--- config.mk ---
export PLATFORM = sky130hd
export DESIGN_NAME = pei_top
export DESIGN_NICKNAME = d
export VERILOG_FILES = /design/src/include/pei_pkg.sv /design/src/logic/pei_top.sv
export VERILOG_INCLUDE_DIRS = /design/src /design/src/include
export SDC_FILE = /design/constraint.sdc
export NUM_CORES = 1
export LEC_CHECK = 0
export ABC_CLOCK_PERIOD_IN_PS = 5100
export BUFFER_PORTS_ARGS = -buffer_cell sky130_fd_sc_hd__buf_4
export CAP_MARGIN = 0
export CELL_PAD_IN_SITES_DETAIL_PLACEMENT = 1
export CELL_PAD_IN_SITES_GLOBAL_PLACEMENT = 1
export CORE_MARGIN = 5
export CORE_UTILIZATION = 30
export CTS_CLUSTER_DIAMETER = 80
export CTS_CLUSTER_SIZE = 16
export DETAILED_ROUTE_END_ITERATION = 7
export PLACE_DENSITY_LB_ADDON = 0.25
export RECOVER_POWER = 25
export REMOVE_ABC_BUFFERS = 1
export SETUP_SLACK_MARGIN = 0.1
export SLEW_MARGIN = 0
export SYNTH_ARGS = -nofsm -noshare
export SYNTH_HDL_FRONTEND = slang
export SYNTH_SLANG_ARGS = --single-unit
--- constraint.sdc ---
create_clock -name core_clk -period 5.1 [get_ports core_clk]
set_input_delay 0.765 -clock core_clk [delete_from_list [all_inputs] [get_ports core_clk]]
set_output_delay 0.765 -clock core_clk [all_outputs]
set_load 0.03 [all_outputs]
--- src/include/pei_params.svh ---
// Constants for the T1 payload error inserter: register indices, fields, resets.
// Assumes an APB slave with one 32-bit word per register, byte address = 4 * index.
`ifndef PEI_PARAMS_SVH
`define PEI_PARAMS_SVH

// Register indices
`define PEI_IDX_RATE_CTRL 8'heb
`define PEI_IDX_CNT_LO 8'hec
`define PEI_IDX_CNT_HI 8'hed
`define PEI_IDX_LEFT_LO 8'hee
`define PEI_IDX_LEFT_HI 8'hef
`define PEI_IDX_MODE_CTRL 8'hf0

// Fields of the rate control register
`define PEI_RATE_LSB 0
`define PEI_CONST_BIT 4
`define PEI_LOAD_BIT 7
`define PEI_RATE_CTRL_MASK 8'h9f

// Fields of the mode control register
`define PEI_T1_BIT 0
`define PEI_CHSEL_BIT 1

// Reset value, rate shift and buffer depth
`define PEI_RESET_BYTE 8'h00
`define PEI_RATE_SHIFT 5'h03
`define PEI_FIFO_DEPTH 8

`endif

--- src/include/pei_pkg.sv ---
// Types shared by the payload error inserter and its surroundings.
// Assumes the transmit formatter marks framing bits and frame starts per bit.
package pei_pkg;

    // One transmit bit with its position markers
    typedef struct packed {
        logic data;
        logic fbit;
        logic frame_start;
        logic chan_sel;
    } pei_bit_t;

    typedef logic [3:0] pei_rate_t;
    typedef logic [9:0] pei_count_t;

endpackage

--- src/logic/pei_top.sv ---
// Payload error inserter with its APB register slave and input FIFO.
// Assumes the formatter stream and APB run on core_clk; all bit markers are synchronous.
//
// Design decision made here: the APB slave port.
`timescale 1ns/1ps
`include "pei_params.svh"

// ----------------------------------------
// Bit FIFO
// ----------------------------------------
module pei_fifo
    import pei_pkg::*;
#(
    parameter int WIDTH = 4,
    parameter int DEPTH = 8
) (
    input wire logic core_clk,
    input wire logic rst_n,
    input wire logic [WIDTH-1:0] in_data,
    input wire logic in_valid,
    output logic in_ready,
    output logic [WIDTH-1:0] out_data,
    output logic out_valid,
    input wire logic out_ready
);
    localparam int AW = $clog2(DEPTH);
    logic [WIDTH-1:0] mem [DEPTH];
    logic [AW:0] wr_ptr_reg;
    logic [AW:0] rd_ptr_reg;
    wire push = in_valid & in_ready;
    wire pop = out_valid & out_ready;

    // Extra pointer bit tells full from empty
    assign in_ready = (wr_ptr_reg[AW] == rd_ptr_reg[AW]) || (wr_ptr_reg[AW-1:0] != rd_ptr_reg[AW-1:0]);
    assign out_valid = wr_ptr_reg != rd_ptr_reg;
    assign out_data = mem[rd_ptr_reg[AW-1:0]];

    // Storage has no reset; only the pointers matter
    always_ff @(posedge core_clk) begin
        if (push) begin
            mem[wr_ptr_reg[AW-1:0]] <= in_data;
        end
    end

    // Pointers
    always_ff @(posedge core_clk or negedge rst_n) begin
        if (!rst_n) begin
            wr_ptr_reg <= '0;
            rd_ptr_reg <= '0;
        end else begin
            wr_ptr_reg <= wr_ptr_reg + (AW+1)'(push);
            rd_ptr_reg <= rd_ptr_reg + (AW+1)'(pop);
        end
    end
endmodule

// ----------------------------------------
// Inserter top
// ----------------------------------------
module pei_top
    import pei_pkg::*;
(
    input wire logic core_clk,
    input wire logic rst_n,
    input wire logic psel,
    input wire logic penable,
    input wire logic pwrite,
    input wire logic [31:0] paddr,
    input wire logic [31:0] pwdata,
    output logic [31:0] prdata,
    output logic pready,
    output logic pslverr,
    input wire pei_bit_t tx_in,
    input wire logic tx_in_valid,
    output logic tx_in_ready,
    output pei_bit_t tx_out,
    output logic tx_out_valid,
    input wire logic tx_out_ready
);
    // Last bit of a counting period for rate k: period is 2^(k+3)
    function automatic logic period_end(input logic [17:0] cnt, input pei_rate_t rate);
        logic [17:0] last;
        last = 18'((18'h00001 << (5'(rate) + `PEI_RATE_SHIFT)) - 18'h00001);
        return cnt == last;
    endfunction

    // ----------------------------------------
    // APB slave
    // ----------------------------------------
    logic [7:0] rate_ctrl_reg;
    logic [7:0] cnt_lo_reg;
    logic [1:0] cnt_hi_reg;
    logic [1:0] mode_ctrl_reg;
    pei_count_t left_reg;
    logic [31:0] prdata_reg;
    logic pready_reg;
    logic pslverr_reg;

    wire [7:0] idx = paddr[9:2];
    wire addr_ok = (paddr[31:10] == 22'h000000) && (paddr[1:0] == 2'h0);
    wire hit_rate = addr_ok && idx == `PEI_IDX_RATE_CTRL;
    wire hit_lo = addr_ok && idx == `PEI_IDX_CNT_LO;
    wire hit_hi = addr_ok && idx == `PEI_IDX_CNT_HI;
    wire hit_left_lo = addr_ok && idx == `PEI_IDX_LEFT_LO;
    wire hit_left_hi = addr_ok && idx == `PEI_IDX_LEFT_HI;
    wire hit_mode = addr_ok && idx == `PEI_IDX_MODE_CTRL;
    wire hit_any = hit_rate | hit_lo | hit_hi | hit_left_lo | hit_left_hi | hit_mode;
    wire setup = psel & ~penable;
    wire wr_en = psel & penable & pready_reg & pwrite & hit_any;

    // Remaining count is read live, so software sees it at any moment
    wire [7:0] rd_byte =
        hit_rate ? rate_ctrl_reg :
        hit_lo ? cnt_lo_reg :
        hit_hi ? {6'h00, cnt_hi_reg} :
        hit_left_lo ? left_reg[7:0] :
        hit_left_hi ? {6'h00, left_reg[9:8]} :
        hit_mode ? {6'h00, mode_ctrl_reg} : `PEI_RESET_BYTE;

    // Answer is prepared in setup, so access lasts exactly one cycle
    always_ff @(posedge core_clk or negedge rst_n) begin
        if (!rst_n) begin
            pready_reg <= 1'b0;
            pslverr_reg <= 1'b0;
            prdata_reg <= 32'h00000000;
        end else begin
            pready_reg <= setup;
            pslverr_reg <= setup & ~hit_any;
            prdata_reg <= setup & ~pwrite ? {24'h000000, rd_byte} : 32'h00000000;
        end
    end

    // Register writes; unused rate bits are kept at zero in case software slips
    always_ff @(posedge core_clk or negedge rst_n) begin
        if (!rst_n) begin
            rate_ctrl_reg <= `PEI_RESET_BYTE;
            cnt_lo_reg <= `PEI_RESET_BYTE;
            cnt_hi_reg <= 2'h0;
            mode_ctrl_reg <= 2'h0;
        end else if (wr_en) begin
            if (hit_rate) rate_ctrl_reg <= pwdata[7:0] & `PEI_RATE_CTRL_MASK;
            if (hit_lo) cnt_lo_reg <= pwdata[7:0];
            if (hit_hi) cnt_hi_reg <= pwdata[1:0];
            if (hit_mode) mode_ctrl_reg <= pwdata[1:0];
        end
    end

    assign prdata = prdata_reg;
    assign pready = pready_reg;
    assign pslverr = pslverr_reg;

    // ----------------------------------------
    // Control decode
    // ----------------------------------------
    wire pei_rate_t rate_field = rate_ctrl_reg[`PEI_RATE_LSB +: 4];
    wire const_mode = rate_ctrl_reg[`PEI_CONST_BIT];
    wire load_bit = rate_ctrl_reg[`PEI_LOAD_BIT];
    wire t1_mode = mode_ctrl_reg[`PEI_T1_BIT];
    wire chsel_on = mode_ctrl_reg[`PEI_CHSEL_BIT];
    logic load_bit_d_reg;
    wire load_pulse = load_bit & ~load_bit_d_reg;

    // ----------------------------------------
    // Stream path
    // ----------------------------------------
    pei_bit_t fifo_bit;
    logic fifo_valid;
    pei_bit_t out_reg;
    logic out_valid_reg;
    pei_rate_t act_rate_reg;
    logic [17:0] bit_cnt_reg;

    wire stage_free = ~out_valid_reg | tx_out_ready;
    wire take = fifo_valid & stage_free;

    pei_fifo #(.WIDTH($bits(pei_bit_t)), .DEPTH(`PEI_FIFO_DEPTH)) u_fifo (
        .core_clk(core_clk),
        .rst_n(rst_n),
        .in_data(tx_in),
        .in_valid(tx_in_valid),
        .in_ready(tx_in_ready),
        .out_data(fifo_bit),
        .out_valid(fifo_valid),
        .out_ready(stage_free)
    );

    // New rate is picked up on the frame's first bit only
    wire pei_rate_t cur_rate = fifo_bit.frame_start ? rate_field : act_rate_reg;
    wire rate_change = fifo_bit.frame_start && rate_field != act_rate_reg;
    wire chan_ok = ~chsel_on | fifo_bit.chan_sel;
    wire counts = take & t1_mode & ~fifo_bit.fbit & chan_ok & (cur_rate != 4'h0);
    wire [17:0] cnt_base = rate_change ? 18'h00000 : bit_cnt_reg;
    wire at_end = counts && period_end(cnt_base, cur_rate);
    wire may_hit = const_mode | (left_reg != 10'h000);
    wire inject = at_end & may_hit;
    wire pei_count_t load_val = {cnt_hi_reg, cnt_lo_reg};

    // Rate period counter; restarts when a new rate lands
    always_ff @(posedge core_clk or negedge rst_n) begin
        if (!rst_n) begin
            act_rate_reg <= 4'h0;
            bit_cnt_reg <= 18'h00000;
        end else if (take) begin
            act_rate_reg <= cur_rate;
            if (counts) bit_cnt_reg <= at_end ? 18'h00000 : 18'(cnt_base + 18'h00001);
            else if (rate_change) bit_cnt_reg <= 18'h00000;
        end
    end

    // Remaining count; a load in the same cycle as an insertion wins
    always_ff @(posedge core_clk or negedge rst_n) begin
        if (!rst_n) begin
            load_bit_d_reg <= 1'b0;
            left_reg <= 10'h000;
        end else begin
            load_bit_d_reg <= load_bit;
            if (load_pulse) left_reg <= load_val;
            else if (inject & ~const_mode) left_reg <= 10'(left_reg - 10'h001);
        end
    end

    // Output stage; only the data bit is ever flipped
    always_ff @(posedge core_clk or negedge rst_n) begin
        if (!rst_n) begin
            out_reg <= '0;
            out_valid_reg <= 1'b0;
        end else if (stage_free) begin
            out_valid_reg <= fifo_valid;
            if (fifo_valid) out_reg <= '{data: fifo_bit.data ^ inject, fbit: fifo_bit.fbit,
                frame_start: fifo_bit.frame_start, chan_sel: fifo_bit.chan_sel};
        end
    end

    assign tx_out = out_reg;
    assign tx_out_valid = out_valid_reg;
endmodule
==> flow_results.xml, run 1 <==
<?xml version="1.0" encoding="UTF-8"?>
<metrics>
  <group name="run_status">
    <metric name="status" unit="">finished with violations</metric>
    <metric name="failing_checks" unit="">capacitance limit, slew limit</metric>
  </group>
  <group name="cts">
    <metric name="clock_tree.buffer_depth" unit="">2</metric>
    <metric name="clkLatencyLatePin" unit="ns">0.37</metric>
    <metric name="cell_chosen_for_the_clock_root" unit="">clkbuf_16</metric>
    <metric name="numCtsBuffers" unit="">9</metric>
    <metric name="post_cts_hold_buffer_count" unit="">0</metric>
    <metric name="post_cts_buffers" unit="">0</metric>
    <metric name="clock_sink_count" unit="">106</metric>
    <metric name="cts_htree_levels" unit="">3</metric>
    <metric name="cts_resized" unit="">0</metric>
    <metric name="cts_tree" unit="">built</metric>
    <metric name="reg_clk_slew_reported_paths" unit="ns">0.08</metric>
  </group>
  <group name="logic_synthesis">
    <metric name="synthesis.instances" unit="">671</metric>
    <metric name="adder_cell_share_of_the_synthesized_area" unit="">0.0130</metric>
    <metric name="area_of_the_mapped_netlist" unit="um2">6750</metric>
    <metric name="post_synth_xor_area_fraction" unit="">0.0234</metric>
    <metric name="async_reset_ff_frac" unit="">0.698</metric>
    <metric name="yosys_warnings" unit="">0</metric>
    <metric name="ys_ff_latch" unit="">106</metric>
    <metric name="synth.area.top_cells" unit="">dfrtp_1 27%, edfxtp_1 14%, mux2_2 4.5%</metric>
    <metric name="synth_top_family_by_area" unit="">simple AND/OR/NAND/NOR gates</metric>
    <metric name="synth_area_leader_cell" unit="">dfrtp_1</metric>
    <metric name="synth.cells.most_frequent" unit="">74 x dfrtp_1, 50 x nand2_1, 47 x nor2_1</metric>
    <metric name="netlist.area_leader.share" unit="">0.275</metric>
    <metric name="synth_enable_flop_cells" unit="">32</metric>
    <metric name="post_synth_and_or_nand_nor_area_fraction" unit="">0.212</metric>
    <metric name="seq_area_frac_synth" unit="">0.417</metric>
    <metric name="synthMostInstantiatedCell" unit="">dfrtp_1</metric>
    <metric name="ys.flop_type" unit="">dfrtp_1</metric>
    <metric name="postSynthAreaPerCell" unit="um2">10.1</metric>
    <metric name="synthDistinctLibCells" unit="">90</metric>
    <metric name="share_of_synthesized_area_spent_on_multiplexers" unit="">0.0939</metric>
    <metric name="synth-compound-area-share" unit="">0.165</metric>
  </group>
  <group name="finish">
    <metric name="layout-drive-gt1-share" unit="">0.226</metric>
    <metric name="num-fill-cells" unit="">2479</metric>
    <metric name="multi_input_comb_area" unit="um2">3540</metric>
    <metric name="layout-area-overhead-vs-synth" unit="%">14.0</metric>
    <metric name="largest_register_ffs" unit="">32</metric>
    <metric name="finish.net_count" unit="">797</metric>
    <metric name="sequential_area" unit="um2">2810</metric>
    <metric name="num_antenna_cells" unit="">0</metric>
  </group>
  <group name="sta">
    <metric name="report.final.slew_viol_count" unit="">75</metric>
    <metric name="post-route-min-period" unit="ns">4.28</metric>
    <metric name="fmax" unit="GHz">0.234</metric>
    <metric name="slew-limit-headroom" unit="">-0.323</metric>
    <metric name="tightestPinTransition" unit="ns">1.98</metric>
    <metric name="totalNegativeSetupSlack" unit="ns">0</metric>
    <metric name="rsz0062_at_grt" unit="">false</metric>
    <metric name="post-route-period-util" unit="">0.839</metric>
    <metric name="final-setup-viol-count" unit="">0</metric>
    <metric name="final_skew" unit="ns">0.0133</metric>
    <metric name="hold_viol_final" unit="">0</metric>
  </group>
  <group name="floorplan">
    <metric name="fp.dieH" unit="um">160</metric>
    <metric name="fp.dieArea" unit="um2">25600</metric>
    <metric name="start_util" unit="">0.307</metric>
    <metric name="floorplan.io_pins" unit="">115</metric>
    <metric name="die_width" unit="um">160</metric>
    <metric name="row_count" unit="">54</metric>
    <metric name="coreArea" unit="um2">22000</metric>
  </group>
  <group name="critical_path">
    <metric name="reg2regPathDepth" unit="">11</metric>
    <metric name="arrival" unit="ns">4.51</metric>
    <metric name="timing.critical_path.to_type" unit="">flip-flop</metric>
    <metric name="worst_ep_required_time" unit="ns">5.33</metric>
    <metric name="r2r_setup_slack" unit="ns">0.82</metric>
    <metric name="origin_of_the_worst_setup_path" unit="">u_fifo.rd_ptr_reg[1]</metric>
    <metric name="worst_r2r_startpoint" unit="">u_fifo.rd_ptr_reg[1]</metric>
    <metric name="crit_type" unit="">flip-flop to flip-flop</metric>
    <metric name="critical_r2r_capture" unit="">bit_cnt_reg[14]</metric>
    <metric name="largest_fanout_on_the_critical_path" unit="">23</metric>
    <metric name="setup.worst_path.start_class" unit="">flip-flop</metric>
    <metric name="crit_end" unit="">bit_cnt_reg[14]</metric>
  </group>
  <group name="hold_path">
    <metric name="min_path_type" unit="">flip-flop to flip-flop</metric>
    <metric name="timing.hold.worst.start" unit="">rate_ctrl_reg[7]</metric>
  </group>
  <group name="routing">
    <metric name="met3RoutedLength" unit="um">1100</metric>
    <metric name="met2WireLength" unit="um">9730</metric>
    <metric name="wire_per_inst" unit="um">20.2</metric>
    <metric name="drtIter0Drc" unit="">340</metric>
    <metric name="wl_met1" unit="um">9080</metric>
    <metric name="detailroute.via_count" unit="">5564</metric>
    <metric name="antenna_left" unit="">0</metric>
    <metric name="wl" unit="um">20200</metric>
    <metric name="routed.top_layer" unit="">met4</metric>
    <metric name="drtPass1Iterations" unit="">5</metric>
    <metric name="vias_per_cell" unit="">5.56</metric>
    <metric name="post-route-drc-count" unit="">0</metric>
  </group>
  <group name="global_routing">
    <metric name="global_route_wire_length_before_repair" unit="um">32900</metric>
    <metric name="via_count_of_the_first_global_routing_pass" unit="">5909</metric>
    <metric name="grtUsageTotal" unit="">0.157</metric>
    <metric name="overflow" unit="">0</metric>
    <metric name="grt_max_degree" unit="">75</metric>
    <metric name="grt_antenna_before_repair" unit="">0</metric>
  </group>
  <group name="placed_design">
    <metric name="place.gp.congestion" unit="">0.882</metric>
    <metric name="numPortBuffers" unit="">66</metric>
    <metric name="dp_hpwl" unit="um">14600</metric>
  </group>
  <group name="power">
    <metric name="power" unit="mW">2.91</metric>
    <metric name="static-leakage-power" unit="nW">2.94</metric>
    <metric name="power.net_switching" unit="mW">1.18</metric>
    <metric name="p_int" unit="mW">1.73</metric>
    <metric name="power_frac_clock" unit="">0.251</metric>
    <metric name="sequentialPowerShare" unit="">0.371</metric>
    <metric name="ir_drop" unit="uV">274</metric>
    <metric name="switching_share" unit="">0.406</metric>
    <metric name="power.combinational.fraction" unit="">0.378</metric>
    <metric name="pwr_density_cell" unit="nW/um2">378</metric>
  </group>
  <group name="job">
    <metric name="max-cap-violations" unit="">1</metric>
  </group>
</metrics>
-- critical path: stages (launching register included) --
cell      delay (ns)
dfrtp_1         0.51
buf_4           0.25
mux4_2          0.35
or2_4           0.35
nand2_2         0.37
mux4_1          0.63
xor2_1          0.19
nor4_4          0.30
nand4_4         0.34
buf_4           0.34
nand2_1         0.34
o211ai_1        0.16
-- cell type report --
cell class | count | area share
inverter | 14 | 0.00683
multi-input combinational | 499 | 0.461
clock inverter | 7 | 0.0112
timing repair buffer | 85 | 0.0807
sequential | 106 | 0.366
clock buffer | 9 | 0.0293
tap | 280 | 0.0456
-- through the flow --
stage | instances | setup WS, ns | cell area (um2) | hold slack (ns) | utilization
2_1_floorplan | 619 | 1.22 | 6390 | 0.401 | -
3_3_place_gp | 984 | 0.912 | 7400 | 0.418 | 0.337
3_5_place_dp | 984 | 0.805 | 7400 | 0.435 | 0.337
4_1_cts | 1000 | 0.800 | 7710 | 0.454 | 0.351
5_1_grt | 1000 | 0.542 | 7690 | 0.490 | 0.350
6_report | 1000 | 0.820 | 7690 | 0.458 | 0.350
-- cells in the final DEF (no fill, tap or decap), drive strengths merged, types with 20 or more instances in the layout --
cell type and n:
nand2 51, nor2 48, edfxtp 32, o21ai 31, buf 79, nor3 28
dfrtp 74, mux2 29, conb 26, or3 20
-- per-layer routing --
layer  track usage  up-vias
met2         0.261      189
met4        0.0430        0
met1         0.214     2767
met5             0        -
li1              -     2579
met3        0.0258       29
-- cells by family after synthesis --
group | after synthesis
AOI/OAI and AO/OA | 145
muxes | 46
adders and majority gates | 7
buffers and inverters | 90
other | 2
and+or+nand+nor | 257
xor gates and xnor gates | 18
DFF | 106
-- worst min path at each step --
stage | to | depth (start not counted)
final | load_bit_d_reg | 0
after global routing | load_bit_d_reg | 0
after CTS | load_bit_d_reg | 0
after detailed placement | load_bit_d_reg | 0
after global placement | load_bit_d_reg | 0
after floorplan | load_bit_d_reg | 0
-- power groups by stage --
stage / sequential [mW] / combinational [mW] / clock [mW]
floorplan: 1.13 / 0.657 / 0
global placement: 1.09 / 1.07 / 0
detailed placement: 1.10 / 1.10 / 0
CTS: 1.08 / 1.10 / 0.743
global route: 1.10 / 1.19 / 0.781
finish: 1.08 / 1.10 / 0.729
No activity file was read; power rests on OpenSTA's default activity.
==> run 2: changes to the inputs <==
--- a/config.mk
+++ b/config.mk
@@ -6,7 +6,8 @@
 export SDC_FILE = /design/constraint.sdc
 export NUM_CORES = 1
 export LEC_CHECK = 0
-export ABC_CLOCK_PERIOD_IN_PS = 5100
+export ABC_AREA = 1
+export ABC_CLOCK_PERIOD_IN_PS = 3700
 export BUFFER_PORTS_ARGS = -buffer_cell sky130_fd_sc_hd__buf_4
 export CAP_MARGIN = 0
 export CELL_PAD_IN_SITES_DETAIL_PLACEMENT = 1
==> constraint.sdc (replaced) <==
create_clock -name core_clk -period 3.7 [get_ports core_clk]
set_input_delay 0.555 -clock core_clk [delete_from_list [all_inputs] [get_ports core_clk]]
set_output_delay 0.555 -clock core_clk [all_outputs]
set_load 0.03 [all_outputs]
==> run 2 against run 1 <==
  * The run still ends with capacitance limit, slew limit left
  * Final cell count up 17%
  * Maximum frequency up 36%
  * Combinational power grew 75%
  * Flip-flop and latch count unchanged
  * Die area is 3.5% lower
  * Cell area is 0.60% lower
  * Largest cell class unchanged
  * Critical path depth is 4 higher
  * Via count shrank 1.0%
  * Total power is 54% higher
  * Worst setup slack lost 0.27 ns
  * First-iteration DRC count fell by 23%
  * Clock-buffer cell count did not move
  * Largest power group unchanged
  * Highest routed layer unchanged
==> flow_results.xml, run 2 <==
<?xml version="1.0" encoding="UTF-8"?>
<metrics>
  <group name="run_status">
    <metric name="status" unit="">finished with violations</metric>
    <metric name="failing_checks" unit="">capacitance limit, slew limit</metric>
  </group>
  <group name="finish">
    <metric name="largest_register_ffs" unit="">32</metric>
    <metric name="post-route-cell-area" unit="um2">7640</metric>
    <metric name="utilization" unit="">0.361</metric>
    <metric name="finish.net_count" unit="">974</metric>
    <metric name="layout-area-overhead-vs-synth" unit="%">17.8</metric>
    <metric name="most-common-layout-cells" unit="">202 x nand2_1, 92 x inv_1, 86 x buf_4</metric>
    <metric name="layout-drive-gt1-share" unit="">0.196</metric>
    <metric name="layout.cells.most_common" unit="">nand2_1</metric>
    <metric name="num_antenna_cells" unit="">0</metric>
    <metric name="num-fill-cells" unit="">2577</metric>
  </group>
  <group name="sta">
    <metric name="post-route-period-util" unit="">0.851</metric>
    <metric name="final-setup-viol-count" unit="">0</metric>
    <metric name="report.final.slew_viol_count" unit="">59</metric>
    <metric name="hold_viol_final" unit="">0</metric>
    <metric name="slew-limit-headroom" unit="">-0.106</metric>
    <metric name="post-route-min-period" unit="ns">3.15</metric>
    <metric name="totalNegativeSetupSlack" unit="ns">0</metric>
    <metric name="rsz0062_at_grt" unit="">false</metric>
    <metric name="hold-worst-slack" unit="ns">0.358</metric>
    <metric name="final_skew" unit="ns">0.0154</metric>
    <metric name="tightestPinTransition" unit="ns">1.66</metric>
    <metric name="fmax" unit="GHz">0.318</metric>
  </group>
  <group name="cts">
    <metric name="post_cts_buffers" unit="">0</metric>
    <metric name="clock_tree.buffer_depth" unit="">2</metric>
    <metric name="numCtsBuffers" unit="">9</metric>
    <metric name="clock_sink_count" unit="">106</metric>
    <metric name="cts_htree_levels" unit="">3</metric>
    <metric name="cts_resized" unit="">0</metric>
    <metric name="post_cts_hold_buffer_count" unit="">0</metric>
    <metric name="reg_clk_slew_reported_paths" unit="ns">0.08</metric>
    <metric name="clkLatencyLatePin" unit="ns">0.37</metric>
    <metric name="cell_chosen_for_the_clock_root" unit="">clkbuf_16</metric>
    <metric name="cts_tree" unit="">built</metric>
  </group>
  <group name="critical_path">
    <metric name="critical_path.cell_chain" unit="">buf_4 &gt; xor2_1 &gt; a21oi_1 &gt; nand2_1 &gt; o21a_1 &gt; nand2_1 &gt; nor2_1 &gt; nand4_1 &gt; nor2_1 &gt; nand4_1 &gt; nor3_2 &gt; nand2_1 &gt; nand2_1 &gt; nand3_1 &gt; o21ai_0</metric>
    <metric name="setup.worst_path.start_class" unit="">flip-flop</metric>
    <metric name="worst_ep_required_time" unit="ns">3.99</metric>
    <metric name="origin_of_the_worst_setup_path" unit="">u_fifo.rd_ptr_reg[0]</metric>
    <metric name="cp_slowest_cell" unit="">dfrtp_2</metric>
    <metric name="largest_fanout_on_the_critical_path" unit="">10</metric>
    <metric name="arrival" unit="ns">3.44</metric>
    <metric name="crit_path_frequent_cell" unit="">nand2_1</metric>
    <metric name="worst_r2r_startpoint" unit="">u_fifo.rd_ptr_reg[0]</metric>
    <metric name="reg2regPathDepth" unit="">15</metric>
    <metric name="cpPeakStageDelay" unit="ns">0.53</metric>
    <metric name="crit_type" unit="">flip-flop to flip-flop</metric>
    <metric name="timing.critical_path.to_type" unit="">flip-flop</metric>
  </group>
  <group name="global_routing">
    <metric name="via_count_of_the_first_global_routing_pass" unit="">5822</metric>
    <metric name="grt_max_degree" unit="">59</metric>
    <metric name="global_route_wire_length_before_repair" unit="um">29600</metric>
    <metric name="overflow" unit="">0</metric>
    <metric name="grt_antenna_before_repair" unit="">0</metric>
    <metric name="grtUsageTotal" unit="">0.151</metric>
  </group>
  <group name="logic_synthesis">
    <metric name="synthMostInstantiatedCell" unit="">nand2_1</metric>
    <metric name="ys.flop_type" unit="">dfrtp_1</metric>
    <metric name="synth.area.top_cells" unit="">dfrtp_1 29%, edfxtp_1 15%, nand2_1 12%</metric>
    <metric name="synth.cells.most_frequent" unit="">202 x nand2_1, 92 x inv_1, 74 x dfrtp_1</metric>
    <metric name="postSynthAreaPerCell" unit="um2">8.03</metric>
    <metric name="area_of_the_mapped_netlist" unit="um2">6490</metric>
    <metric name="async_reset_ff_frac" unit="">0.698</metric>
    <metric name="netlist.area_leader.share" unit="">0.285</metric>
    <metric name="synth_enable_flop_cells" unit="">32</metric>
    <metric name="synthDistinctLibCells" unit="">52</metric>
    <metric name="seq_area_frac_synth" unit="">0.433</metric>
    <metric name="synth_area_leader_cell" unit="">dfrtp_1</metric>
    <metric name="yosys_warnings" unit="">0</metric>
    <metric name="synthesis.instances" unit="">808</metric>
    <metric name="ys_ff_latch" unit="">106</metric>
  </group>
  <group name="placed_design">
    <metric name="dp_hpwl" unit="um">13900</metric>
    <metric name="place.gp.congestion" unit="">0.797</metric>
    <metric name="detailed_place.area" unit="um2">7340</metric>
    <metric name="numPortBuffers" unit="">66</metric>
  </group>
  <group name="power">
    <metric name="static-leakage-power" unit="nW">3.57</metric>
    <metric name="switching_share" unit="">0.436</metric>
    <metric name="pwr_density_cell" unit="nW/um2">585</metric>
    <metric name="sequentialPowerShare" unit="">0.339</metric>
    <metric name="power.combinational.fraction" unit="">0.431</metric>
    <metric name="p_int" unit="mW">2.52</metric>
    <metric name="power" unit="mW">4.47</metric>
    <metric name="power.net_switching" unit="mW">1.95</metric>
    <metric name="power_frac_clock" unit="">0.230</metric>
    <metric name="ir_drop" unit="uV">328</metric>
  </group>
  <group name="hold_path">
    <metric name="worstHoldPathCells" unit="">2</metric>
    <metric name="min_path_type" unit="">input port to flip-flop</metric>
    <metric name="timing.hold.worst.start" unit="">penable</metric>
  </group>
  <group name="floorplan">
    <metric name="die_width" unit="um">157</metric>
    <metric name="row_count" unit="">53</metric>
    <metric name="fp.dieH" unit="um">157</metric>
    <metric name="fp.dieArea" unit="um2">24700</metric>
    <metric name="floorplan.io_pins" unit="">115</metric>
    <metric name="coreArea" unit="um2">21200</metric>
    <metric name="start_util" unit="">0.307</metric>
  </group>
  <group name="job">
    <metric name="max-cap-violations" unit="">1</metric>
  </group>
  <group name="routing">
    <metric name="wire_per_inst" unit="um">15.3</metric>
    <metric name="vias_per_cell" unit="">4.70</metric>
    <metric name="antenna_left" unit="">0</metric>
    <metric name="drtIter0Drc" unit="">262</metric>
    <metric name="detailroute.via_count" unit="">5508</metric>
    <metric name="drtPass1Iterations" unit="">4</metric>
    <metric name="post-route-drc-count" unit="">0</metric>
    <metric name="wl" unit="um">18000</metric>
  </group>
</metrics>
-- run 2: stage by stage --
stage / cells / worst slack, ns
final: 1172 / 0.551
after global placement: 1156 / 0.405
after floorplan: 788 / 0.689
after global routing: 1172 / 0.201
after detailed placement: 1156 / 0.416
after CTS: 1172 / 0.390
-- run 2: logic make-up after synthesis --
family	synth area share
simple gates	0.318
xor+xnor	0.0310
fa+ha+maj	0.0135
flops	0.433
compound gates	0.0937
buf+inv	0.106
other cells	0.00116
mux	0.00347
-- run 2: worst paths after layout --
kind / slack (ns) / endpoint
setup / recovery: 0.55 / bit_cnt_reg[17]
hold / removal: 0.36 / pready
setup reg to reg: 0.55 / bit_cnt_reg[17]
hold reg to reg: 0.42 / load_bit_d_reg
max in group asynchronous: 2.00 / u_fifo.rd_ptr_reg[0]
min in group asynchronous: 0.60 / bit_cnt_reg[1]
-- run 2: area by class of cell --
cell class / instances / area, um2 / share of cell area
Tap cell: 275 / 344 / 0.0450
Inverter: 102 / 393 / 0.0514
Multi-Input combinational cell: 580 / 3080 / 0.403
Clock buffer: 9 / 225 / 0.0295
Sequential cell: 106 / 2810 / 0.368
Clock inverter: 7 / 91.3 / 0.0119
Timing Repair Buffer: 93 / 693 / 0.0907
-- run 2: critical path: cells and delay by family (launching register included) --
family	cells	cell delay (ns)
compound gates	3	0.36
simple gates	10	1.79
flops	1	0.53
buf+inv	1	0.23
xor+xnor	1	0.15
-- run 2: routing by layer --
metal / wire length, um / global-route usage / share of wire / vias up
met3: 552 / 0.0203 / 0.031 / 15
met4: 270 / 0.0479 / 0.015 / 0
met1: 8530 / 0.201 / 0.47 / 2653
met5: 0 / 0 / 0 / -
li1: - / - / - / 2754
met2: 8610 / 0.255 / 0.48 / 86
-- run 2: power groups by stage --
| stage | Clock, mW | Sequential (mW) | Combinational (mW) |
|---|---|---|---|
| 2_1_floorplan | 0 | 1.59 | 1.28 |
| 3_3_place_gp | 0 | 1.54 | 1.92 |
| 3_5_place_dp | 0 | 1.54 | 1.96 |
| 4_1_cts | 1.06 | 1.52 | 1.97 |
| 5_1_grt | 1.11 | 1.54 | 2.17 |
| 6_report | 1.03 | 1.51 | 1.93 |
